$ cat config.mk
export PLATFORM = sky130hd
export DESIGN_NAME = pin_edge_change_interrupt
export DESIGN_NICKNAME = d
export VERILOG_FILES = /design/src/shared/edge_irq_pkg.sv /design/src/core/pin_edge_change_interrupt.sv
export SDC_FILE = /design/constraint.sdc
export NUM_CORES = 1
export LEC_CHECK = 0
export ABC_AREA = 0
export BUFFER_PORTS_ARGS = -buffer_cell sky130_fd_sc_hd__buf_2
export CAP_MARGIN = 0
export CORE_UTILIZATION = 40
export CTS_CLUSTER_SIZE = 16
export DETAILED_ROUTE_END_ITERATION = 10
export PLACE_DENSITY_LB_ADDON = 0.3
export SYNTH_ARGS = -nofsm -noshare
export SYNTH_HDL_FRONTEND = slang
export SYNTH_SLANG_ARGS = --single-unit
$ cat constraint.sdc
create_clock -name i_clk_sys -period 4.2 [get_ports i_clk_sys]
set_input_delay 0.21 -clock i_clk_sys [delete_from_list [all_inputs] [get_ports i_clk_sys]]
set_output_delay 0.21 -clock i_clk_sys [all_outputs]
set_load 0.05 [all_outputs]
$ cat src/shared/edge_irq_pkg.sv
// constants, register map and carrier types of the pin edge change interrupt unit
// Function
// - per-pin rising detector, armed by rise enable
// - per-pin falling detector, armed by fall enable
// - both enables set detects either polarity
// - enabled edge sets that pin's flag
// - enable off: flags still set, no request
// - request when any flag and enable set
// - summary flag is OR of all flags
// - writing zero clears flag, one keeps it
// - edge during flag write leaves flag set
// - enabled edge event wakes core from sleep
// - flag recorded before first instruction after wake
// - port A rise enables bits 5-0, rest zero
// - port A fall enables bits 5-0, rest zero
// - port A flags bits 5-0, rest zero
// - port B rise enables bits 7-4 only
// - all enable and flag bits reset zero
// - disable bit stops edge detection and request
// - port B fall enables bits 7-4 only
// - port B flags bits 7-4, hardware set
package edge_irq_pkg;

    localparam int unsigned ADDR_W = 4;
    localparam int unsigned DATA_W = 8;
    localparam int unsigned NPIN_A = 6;
    localparam int unsigned NPIN_B = 4;
    localparam int unsigned NPIN = NPIN_A + NPIN_B;

    // register offsets
    localparam logic [ADDR_W-1:0] OFS_PA_RISE = 4'h0;
    localparam logic [ADDR_W-1:0] OFS_PA_FALL = 4'h1;
    localparam logic [ADDR_W-1:0] OFS_PA_FLAGS = 4'h2;
    localparam logic [ADDR_W-1:0] OFS_PB_RISE = 4'h3;
    localparam logic [ADDR_W-1:0] OFS_PB_FALL = 4'h4;
    localparam logic [ADDR_W-1:0] OFS_PB_FLAGS = 4'h5;
    localparam logic [ADDR_W-1:0] OFS_CTRL = 4'h6;
    localparam logic [ADDR_W-1:0] OFS_STATUS = 4'h7;

    // field positions
    localparam int unsigned PB_FIELD_LSB = 4;
    localparam int unsigned CTRL_IRQ_EN_BIT = 0;
    localparam int unsigned CTRL_DISABLE_BIT = 1;
    localparam int unsigned STATUS_SUMMARY_BIT = 0;

    // reset values
    localparam logic [NPIN-1:0] RST_PIN_VEC = 10'h000;
    localparam logic [DATA_W-1:0] RST_RDATA = 8'h00;
    localparam logic [1:0] RST_WARM = 2'h0;
    // cycles until sync stage and previous sample both hold real pin data
    localparam logic [1:0] WARM_DONE = 2'h3;

    typedef struct packed {
        logic [ADDR_W-1:0] addr;
        logic [DATA_W-1:0] wdata;
        logic wr;
        logic rd;
    } bus_req_s;

    typedef struct packed {
        logic [NPIN-1:0] sync1;
        logic [NPIN-1:0] sync2;
        logic [NPIN-1:0] prev;
        logic [NPIN-1:0] rise_en;
        logic [NPIN-1:0] fall_en;
        logic [NPIN-1:0] flags;
        logic irq_en;
        logic unit_dis;
        logic [1:0] warm;
        logic [DATA_W-1:0] rdata;
        logic summary;
        logic irq;
        logic wake;
    } edge_state_s;

endpackage

$ cat src/core/pin_edge_change_interrupt.sv
// pin edge change interrupt unit: edge detect, flags, summary, request and wake
`timescale 1ns/1ps
`default_nettype none

module pin_edge_change_interrupt
    import edge_irq_pkg::*;
#(
    parameter bit PORTB_PRESENT = 1'b1
) (
    input wire logic i_clk_sys,
    input wire logic i_rst,
    input wire logic [NPIN_A-1:0] i_porta_pin,
    input wire logic [NPIN_B-1:0] i_portb_pin,
    input wire logic i_sleep,
    input wire bus_req_s i_bus,
    output logic [DATA_W-1:0] o_rdata,
    output logic o_summary_flag,
    output logic o_irq,
    output logic o_wake
);

    ////////////////////////////////////////////////////////////////////////////
    // declarations

    // port B bits vanish on the small variant
    localparam logic [NPIN-1:0] PIN_MASK = {{NPIN_B{PORTB_PRESENT}}, {NPIN_A{1'b1}}};

    edge_state_s s_q;
    edge_state_s s_d;
    logic [NPIN-1:0] pins;
    logic armed;
    logic [NPIN-1:0] rise_set;
    logic [NPIN-1:0] fall_set;
    logic [NPIN-1:0] set_v;
    logic [NPIN-1:0] keep_mask;

    // port B pins sit at bits 9..6, above port A pins 5..0
    assign pins = {i_portb_pin, i_porta_pin};

    ////////////////////////////////////////////////////////////////////////////
    // next state

    // one pass: sync, detect, register writes, flags, request, read data
    always_comb begin
        s_d = s_q;
        armed = 1'b0;
        rise_set = RST_PIN_VEC;
        fall_set = RST_PIN_VEC;
        set_v = RST_PIN_VEC;
        keep_mask = {NPIN{1'b1}};

        // two flops before any logic, then one sample of history
        s_d.sync1 = pins;
        s_d.sync2 = s_q.sync1;
        s_d.prev = s_q.sync2;
        if (s_q.warm != WARM_DONE) begin
            s_d.warm = s_q.warm + 2'h1;
        end

        // no detection until history is real, so a high pin at reset is no edge
        armed = (s_q.warm == WARM_DONE) && !s_q.unit_dis;
        rise_set = s_q.sync2 & ~s_q.prev & s_q.rise_en & PIN_MASK & {NPIN{armed}};
        fall_set = ~s_q.sync2 & s_q.prev & s_q.fall_en & PIN_MASK & {NPIN{armed}};
        set_v = rise_set | fall_set;

        // register writes; unimplemented bits are never stored
        if (i_bus.wr) begin
            unique case (i_bus.addr)
                OFS_PA_RISE: s_d.rise_en[NPIN_A-1:0] = i_bus.wdata[NPIN_A-1:0];
                OFS_PA_FALL: s_d.fall_en[NPIN_A-1:0] = i_bus.wdata[NPIN_A-1:0];
                OFS_PB_RISE: begin
                    s_d.rise_en[NPIN-1:NPIN_A] = i_bus.wdata[DATA_W-1:PB_FIELD_LSB]
                        & PIN_MASK[NPIN-1:NPIN_A];
                end
                OFS_PB_FALL: begin
                    s_d.fall_en[NPIN-1:NPIN_A] = i_bus.wdata[DATA_W-1:PB_FIELD_LSB]
                        & PIN_MASK[NPIN-1:NPIN_A];
                end
                OFS_PA_FLAGS: keep_mask[NPIN_A-1:0] = i_bus.wdata[NPIN_A-1:0];
                OFS_PB_FLAGS: keep_mask[NPIN-1:NPIN_A] = i_bus.wdata[DATA_W-1:PB_FIELD_LSB];
                OFS_CTRL: begin
                    s_d.irq_en = i_bus.wdata[CTRL_IRQ_EN_BIT];
                    s_d.unit_dis = i_bus.wdata[CTRL_DISABLE_BIT];
                end
                default: ;
            endcase
        end

        // a write can only clear; a new edge in the same cycle wins
        s_d.flags = ((s_q.flags & keep_mask) | set_v) & PIN_MASK;

        // flag and request load on the same edge, so the flag is never late
        s_d.summary = |s_d.flags;
        s_d.irq = s_d.summary && s_d.irq_en && !s_d.unit_dis;
        s_d.wake = s_d.irq && i_sleep;

        // read data only in the cycle after the strobe, zero elsewhere
        s_d.rdata = RST_RDATA;
        if (i_bus.rd) begin
            unique case (i_bus.addr)
                OFS_PA_RISE: s_d.rdata = {2'h0, s_q.rise_en[NPIN_A-1:0]};
                OFS_PA_FALL: s_d.rdata = {2'h0, s_q.fall_en[NPIN_A-1:0]};
                OFS_PA_FLAGS: s_d.rdata = {2'h0, s_q.flags[NPIN_A-1:0]};
                OFS_PB_RISE: s_d.rdata = {s_q.rise_en[NPIN-1:NPIN_A], 4'h0};
                OFS_PB_FALL: s_d.rdata = {s_q.fall_en[NPIN-1:NPIN_A], 4'h0};
                OFS_PB_FLAGS: s_d.rdata = {s_q.flags[NPIN-1:NPIN_A], 4'h0};
                OFS_CTRL: begin
                    s_d.rdata[CTRL_IRQ_EN_BIT] = s_q.irq_en;
                    s_d.rdata[CTRL_DISABLE_BIT] = s_q.unit_dis;
                end
                OFS_STATUS: s_d.rdata[STATUS_SUMMARY_BIT] = s_q.summary;
                default: ;
            endcase
        end
    end

    ////////////////////////////////////////////////////////////////////////////
    // state register

    // everything clears on any reset
    always_ff @(posedge i_clk_sys or posedge i_rst) begin
        if (i_rst) begin
            s_q <= '0;
        end else begin
            s_q <= s_d;
        end
    end

    assign o_rdata = s_q.rdata;
    assign o_summary_flag = s_q.summary;
    assign o_irq = s_q.irq;
    assign o_wake = s_q.wake;
endmodule // pin_edge_change_interrupt

`default_nettype wire

==> flow_summary.toml, run 1 <==
[yosys]
synthFlopType = "dfrtp_1"
synthesis.area_sq_um = 3030
synthMuxAreaShare_pct = 12.6
synth_commonest_cells = "dfrtp_1 (75), mux2_2 (24), nor2_1 (17)"
postSynthCellCount = 236
synth_compound_area_share_pct = 8.47
synth_top_family_by_area = "simple AND/OR/NAND/NOR gates"
ys_seq_area_share_pct = 62.0
synth_top_cell_area_share_pct = 62.0
synth_nets = 264
yosys.area_share.simple_pct = 12.7
synth_edf_count = 0
synth-adder-area-share_pct = 0.413
netlist_top_cells_area = "dfrtp_1 (62%), mux2_2 (8.9%), mux2i_1 (3.0%), nand3b_1 (2.5%), nor2_1 (2.1%)"
syn_avg_cell_area_sq_um = 12.8
yosysTopAreaCell = "dfrtp_1"
async_reset_ff_share_pct = 100
yosys_warnings = 0
synth-xor-area-share_pct = 0.289
yosysMostFrequentCell = "dfrtp_1"
synth_cell_types = 39
ys_ff_latch = 75

[die]
initial_core_util_pct = 41.5
rows = 31
die_w_um = 89.0
coreArea_sq_um = 7290
die_y_um = 89.0
num_io_pins = 38
die-area_sq_um = 7920

[global_routing]
grt_use_total_pct = 17.9
grt_max_degree = 49
grt_pass1_wl_um = 10200
antenna_found_initial = 0
grt_pass1_vias = 2016
grt_overflow = 0

[route]
wirelength_um = 6160
vias_per_cell = 5.16
wire_per_inst_um = 16.1
drc = 0
drtAntennaViolNets = 0
firstDrtPassIters = 6
drtIter0Drc = 112
via_count = 1975

[clock_network]
clock-sinks = 75
cts-buffers-inserted = 9
htree_levels = 3
cts-resized-gates = 0
cts_root_buf = "clkbuf_8"
clk_path_buf_depth = 2
clk_pin_slew_ns = 0.08
clock_latency_ns = 0.35
cts_tree = "done"

[setup_path]
worstPathArrival_ns = 2.41
worst-setup-path-type = "register to register"
required_ns = 4.46
startpoint_type = "register"
end_kind = "register"
cp_max_fo = 11

[sta]
timing.fmax_mhz = 466
fin_setup_tns_ns = 0
drv_slew = 0
fin_crit_ns = 2.15
finalSetupViolCount = 0
period_share_pct = 51.1
rsz0062_at_grt = "no"
hold_ws_ns = 0.0985
worst_slew_pin_slew_ns = 1.01
relSlewSlack_pct = 32.3
finalHoldViolations = 0
finalClockSkew_ns = 0.0125

[run_status]
status = "complete, no violations"

[power]
leakagePower_uw = 0.00162
ir_worst_vdd_mv = 0.196
powerDensity_nw_per_um2 = 492
p_total_uw = 1760

[finish]
drive_above_1_share_pct = 29.2
fin_nets = 307
fillers = 690
regArea_sq_um = 1880
antenna_cells = 0
area_delta_synth_final_pct = 18.1
multi_input_area_sq_um = 1040

[placement]
gp_congestion = 0.806
port_buffers = 37
hpwl_um = 4180

[hold_path]
hold_class = "primary input to asynchronous set/reset pin"

[job]
max_cap_violations = 0
==> per-layer routing <==
| layer | up-vias | global-route usage (%) | share of wire (%) |
|---|---|---|---|
| met2 | 47 | 26.2 | 45 |
| met3 | 16 | 4.71 | 4.0 |
| li1 | 912 | - | - |
| met5 | - | 0 | 0 |
| met1 | 1000 | 24.5 | 49 |
| met4 | 0 | 9.38 | 2.2 |
==> registers in the layout, indices dropped and copies added (netlist names) <==
register / flops
o_summary_flag: 1
s_d: 20
o_irq: 1
s_q: 44
o_wake: 1
o_rdata: 8
==> stage by stage <==
stage / cell area, sq um / utilization, % / setup slack, ns / cells
after global placement: 3250 / 44.6 / 2.10 / 357
after CTS: 3580 / 49.1 / 2.07 / 383
final: 3580 / 49.1 / 2.05 / 383
after global routing: 3580 / 49.1 / 1.87 / 383
after detailed placement: 3250 / 44.6 / 2.06 / 357
after floorplan: 3030 / - / 2.08 / 236
==> layout by cell type (no fill, tap or decap), types with 2 or more instances in the layout <==
master	instances
nor2b_1	2
clkinv_2	2
bufinv_16	2
or3_1	6
dfrtp_1	75
o21ai_0	11
or2_2	2
o31a_1	2
nor2_1	17
nand2_1	15
nand2b_1	5
dlygate4sd3_1	10
buf_2	37
a22o_1	6
o22a_1	2
a21oi_1	4
and3b_1	4
mux2i_1	9
a31oi_1	2
o31ai_1	2
clkbuf_8	10
inv_1	3
nand3b_1	10
a22oi_1	3
mux2_2	24
==> worst max-delay path, cell delays in order, from the launching register on <==
cell	delay, ns
dfrtp_1	0.37
ha_1	0.22
nor2b_1	0.67
a21boi_0	0.35
a2111o_1	0.19
nor4_4	0.05
a211oi_1	0.20
==> cells by family after synthesis <==
group,Yosys count
DFF,75
and+or+nand+nor,68
AOI/OAI and AO/OA,37
muxes,34
buffers and inverters,20
xor gates and xnor gates,1
adders and majority gates,1
==> worst paths after layout <==
kind	depth (start not counted)	startpoint	endpoint	slack (ns)
min reg2reg	0	s_d[61]	s_d[51]	0.35
min in group i_clk_sys	2	i_bus[8]	s_q[33]	0.12
max reg2reg	6	s_q[11]	o_wake	2.05
max in group asynchronous	3	i_rst	s_d[51]	3.17
max	6	s_q[11]	o_wake	2.05
min	2	i_rst	s_d[47]	0.1
==> layout make-up <==
type | instances | area share, %
well taps | 99 | 3.46
multi-input cells | 141 | 29.2
clock inverters | 6 | 2.45
repair buffers | 48 | 8.18
clock buffers | 10 | 3.85
inverters | 4 | 0.420
flip-flops and latches | 75 | 52.4
==> report_power, final <==
| group | internal [uW] | switching [uW] | leakage, uW |
|---|---|---|---|
| combinational | 119 | 140 | 0.000625 |
| sequential | 813 | 62.0 | 0.000878 |
| clock | 352 | 274 | 0.000117 |
| total | 1280 | 475 | 0.00162 |
==> what timing repair did <==
| action | 4_1_cts | 5_1_grt |
|---|---|---|
| setup buffers | 0 | 0 |
| endpoints found under the hold margin | 10 | 0 |
| hold buffers | 10 | 0 |
Note: power is estimated with default switching activity, not from simulation.
==> inputs of run 2 (changes only) <==
ABC_AREA = 1   (was 0)
clock period = 2.03 ns   (was 4.2 ns; I/O delays follow)
==> run 2 against run 1 <==
Synthesized area fell by 0.29%. Clock-buffer cell count grew 2. Synthesized cell count up 36%. Core utilization about the same. Hold slack worse by 0.079 ns. Critical path depth grew 3. Sequential power rose by 100%. Setup slack worse by 1.7 ns. Highest routed layer unchanged. Sequential cell count unchanged.
==> flow_summary.toml, run 2 <==
[finish]
area_delta_synth_final_pct = 18.5
regArea_sq_um = 1880
multi_input_area_sq_um = 900
largest_reg_flops = 44
drive_above_1_share_pct = 17.3
layout_common_cells = "nand2_1 (84), dfrtp_1 (75), inv_1 (38)"
fin_area_sq_um = 3580
antenna_cells = 0
final_common_cell = "nand2_1"
fin_nets = 399
regMostFlops = "s_q"
postLayoutCoreUtil_pct = 49.1
fillers = 709

[setup_path]
regToRegSetupSlack_ns = 0.34
r2r_cells = 9
endpoint = "o_wake"
required_ns = 2.30
r2r_start = "s_q[11]"
worstPathArrival_ns = 1.97
r2r-end = "o_wake"
worst-setup-path-type = "register to register"
cp_max_fo = 10
startpoint_type = "register"
critPathLaunch = "s_q[11]"
end_kind = "register"

[sta]
worst_slew_pin_slew_ns = 0.547
relSlewSlack_pct = 63.4
finalHoldViolations = 0
drv_slew = 0
rsz0062_at_grt = "no"
hold_ws_ns = 0.0196
timing.fmax_mhz = 590
period_share_pct = 83.5
finalClockSkew_ns = 0.00714
fin_crit_ns = 1.69
fin_setup_tns_ns = 0
finalSetupViolCount = 0

[global_routing]
grt_pass1_vias = 1982
grt_max_degree = 76
antenna_found_initial = 0
grt_pass1_wl_um = 9690
grt_overflow = 0
grt_use_total_pct = 17.2

[power]
powerDensity_nw_per_um2 = 910
leakagePower_uw = 0.00178
ir_worst_vdd_mv = 0.351

[clock_network]
cts-buffers-inserted = 9
clk_path_buf_depth = 2
cts_root_buf = "clkbuf_8"
clk_pin_slew_ns = 0.07
clock-sinks = 75
clock_latency_ns = 0.34
cts_tree = "done"
htree_levels = 3

[route]
dr_wl_met2_um = 2630
drtIter0Drc = 116
met1Wirelength_um = 3040
drc = 0
wirelength_um = 6060
drtAntennaViolNets = 0
vias_per_cell = 4.55
via_count = 2158
wire_per_inst_um = 12.8
met3_length_um = 237
firstDrtPassIters = 4
routed.top_layer = "met4"

[placement]
post_dp_cell_area_sq_um = 3270
hpwl_um = 4090
port_buffers = 37
gp_congestion = 0.800

[yosys]
synthesis.area_sq_um = 3020
synth_cell_types = 25
synth_top_cell_area_share_pct = 62.1
async_reset_ff_share_pct = 100
synth_edf_count = 0
syn_avg_cell_area_sq_um = 9.44
ys_ff_latch = 75
synth_nets = 348
synthFlopType = "dfrtp_1"
yosys_warnings = 0
netlist_top_cells_area = "dfrtp_1 (62%), nand2_1 (10%), inv_1 (4.8%), o21ai_0 (4.3%), nand3_1 (4.0%)"
ys_seq_area_share_pct = 62.1
postSynthCellCount = 320
synth_commonest_cells = "nand2_1 (84), dfrtp_1 (75), inv_1 (39)"
yosysMostFrequentCell = "nand2_1"
yosysTopAreaCell = "dfrtp_1"

[die]
die_y_um = 88.9
die_w_um = 88.9
coreArea_sq_um = 7290
die-area_sq_um = 7900
initial_core_util_pct = 41.4
rows = 31
num_io_pins = 38

[job]
max_cap_violations = 0

[run_status]
status = "complete, no violations"

[hold_path]
hold_class = "primary input to register"
[run 2: changes by cell type after synthesis, sizes merged, moves of 6 or more]
cell | before | now
nand3 | 1 | 24
nand2 | 15 | 86
mux2 | 24 | 0
nand3b | 10 | 1
mux2i | 9 | 0
o21ai | 11 | 38
a22o | 6 | 0
or3 | 6 | 0
inv | 4 | 43
nor2 | 17 | 23
[run 2: worst max-delay path, stage by stage (launching register included)]
cell      delay [ns]
dfrtp_1         0.37
ha_1            0.21
inv_1           0.08
nor2_2          0.38
nand3_1         0.16
nand2_1         0.11
nor2_1          0.05
nand3_1         0.09
o21bai_1        0.09
nor2_1          0.09
[run 2: logic make-up after synthesis]
kind of cell	count (synthesis)	synth area share [%]
and+or+nand+nor	134	18.8
DFF	75	62.1
buffers and inverters	55	8.08
AOI/OAI and AO/OA	54	10.3
xor gates and xnor gates	1	0.290
adders and majority gates	1	0.414
[run 2: how the worst min path moves through the flow]
| stage | startpoint | to | slack [ns] | cells past startpoint |
|---|---|---|---|---|
| 4_1_cts | i_bus[0] | o_rdata[3] | 0.008 | 3 |
| 5_1_grt | i_bus[0] | o_rdata[3] | 0.02 | 3 |
| 3_5_place_dp | i_portb_pin[3] | s_d[64] | 0.21 | 1 |
| 6_report | i_bus[0] | o_rdata[2] | 0.02 | 3 |
| 2_1_floorplan | i_porta_pin[0] | s_d[55] | 0.13 | 0 |
| 3_3_place_gp | i_portb_pin[2] | s_d[63] | 0.21 | 1 |
[run 2: per-layer routing]
metal	vias up	track usage (%)
met1	986	23.5
met2	47	25.4
met5	-	0
met4	0	10.7
li1	1114	-
met3	11	3.05
[run 2: layout make-up]
cell class / count / area share, %
tap: 99 / 3.46
clock buffer: 12 / 3.77
sequential: 75 / 52.4
inverter: 43 / 4.51
multi-input combinational: 190 / 25.1
timing repair buffer: 52 / 9.58
clock inverter: 3 / 1.12
[run 2: timing repair]
| item | in CTS | in global routing |
|---|---|---|
| hold buffers | 13 | 0 |
| hold endpoints to repair | 87 | 0 |
| buffers inserted | 0 | 0 |
| resized for setup | 0 | 0 |
[run 2: stage by stage]
| stage | instances | total power [uW] | worst slack, ns |
|---|---|---|---|
| 2_1_floorplan | 320 | 2080 | 0.0185 |
| 3_3_place_gp | 446 | 2200 | 0.486 |
| 3_5_place_dp | 446 | 2210 | 0.345 |
| 4_1_cts | 474 | 3290 | 0.330 |
| 5_1_grt | 474 | 3440 | 0.197 |
| 6_report | 474 | 3260 | 0.336 |
[run 2: where the power goes]
group | switching, uW | total (uW) | internal, uW
clock | 497 | 1060 | 559
sequential | 103 | 1770 | 1670
combinational | 275 | 432 | 157
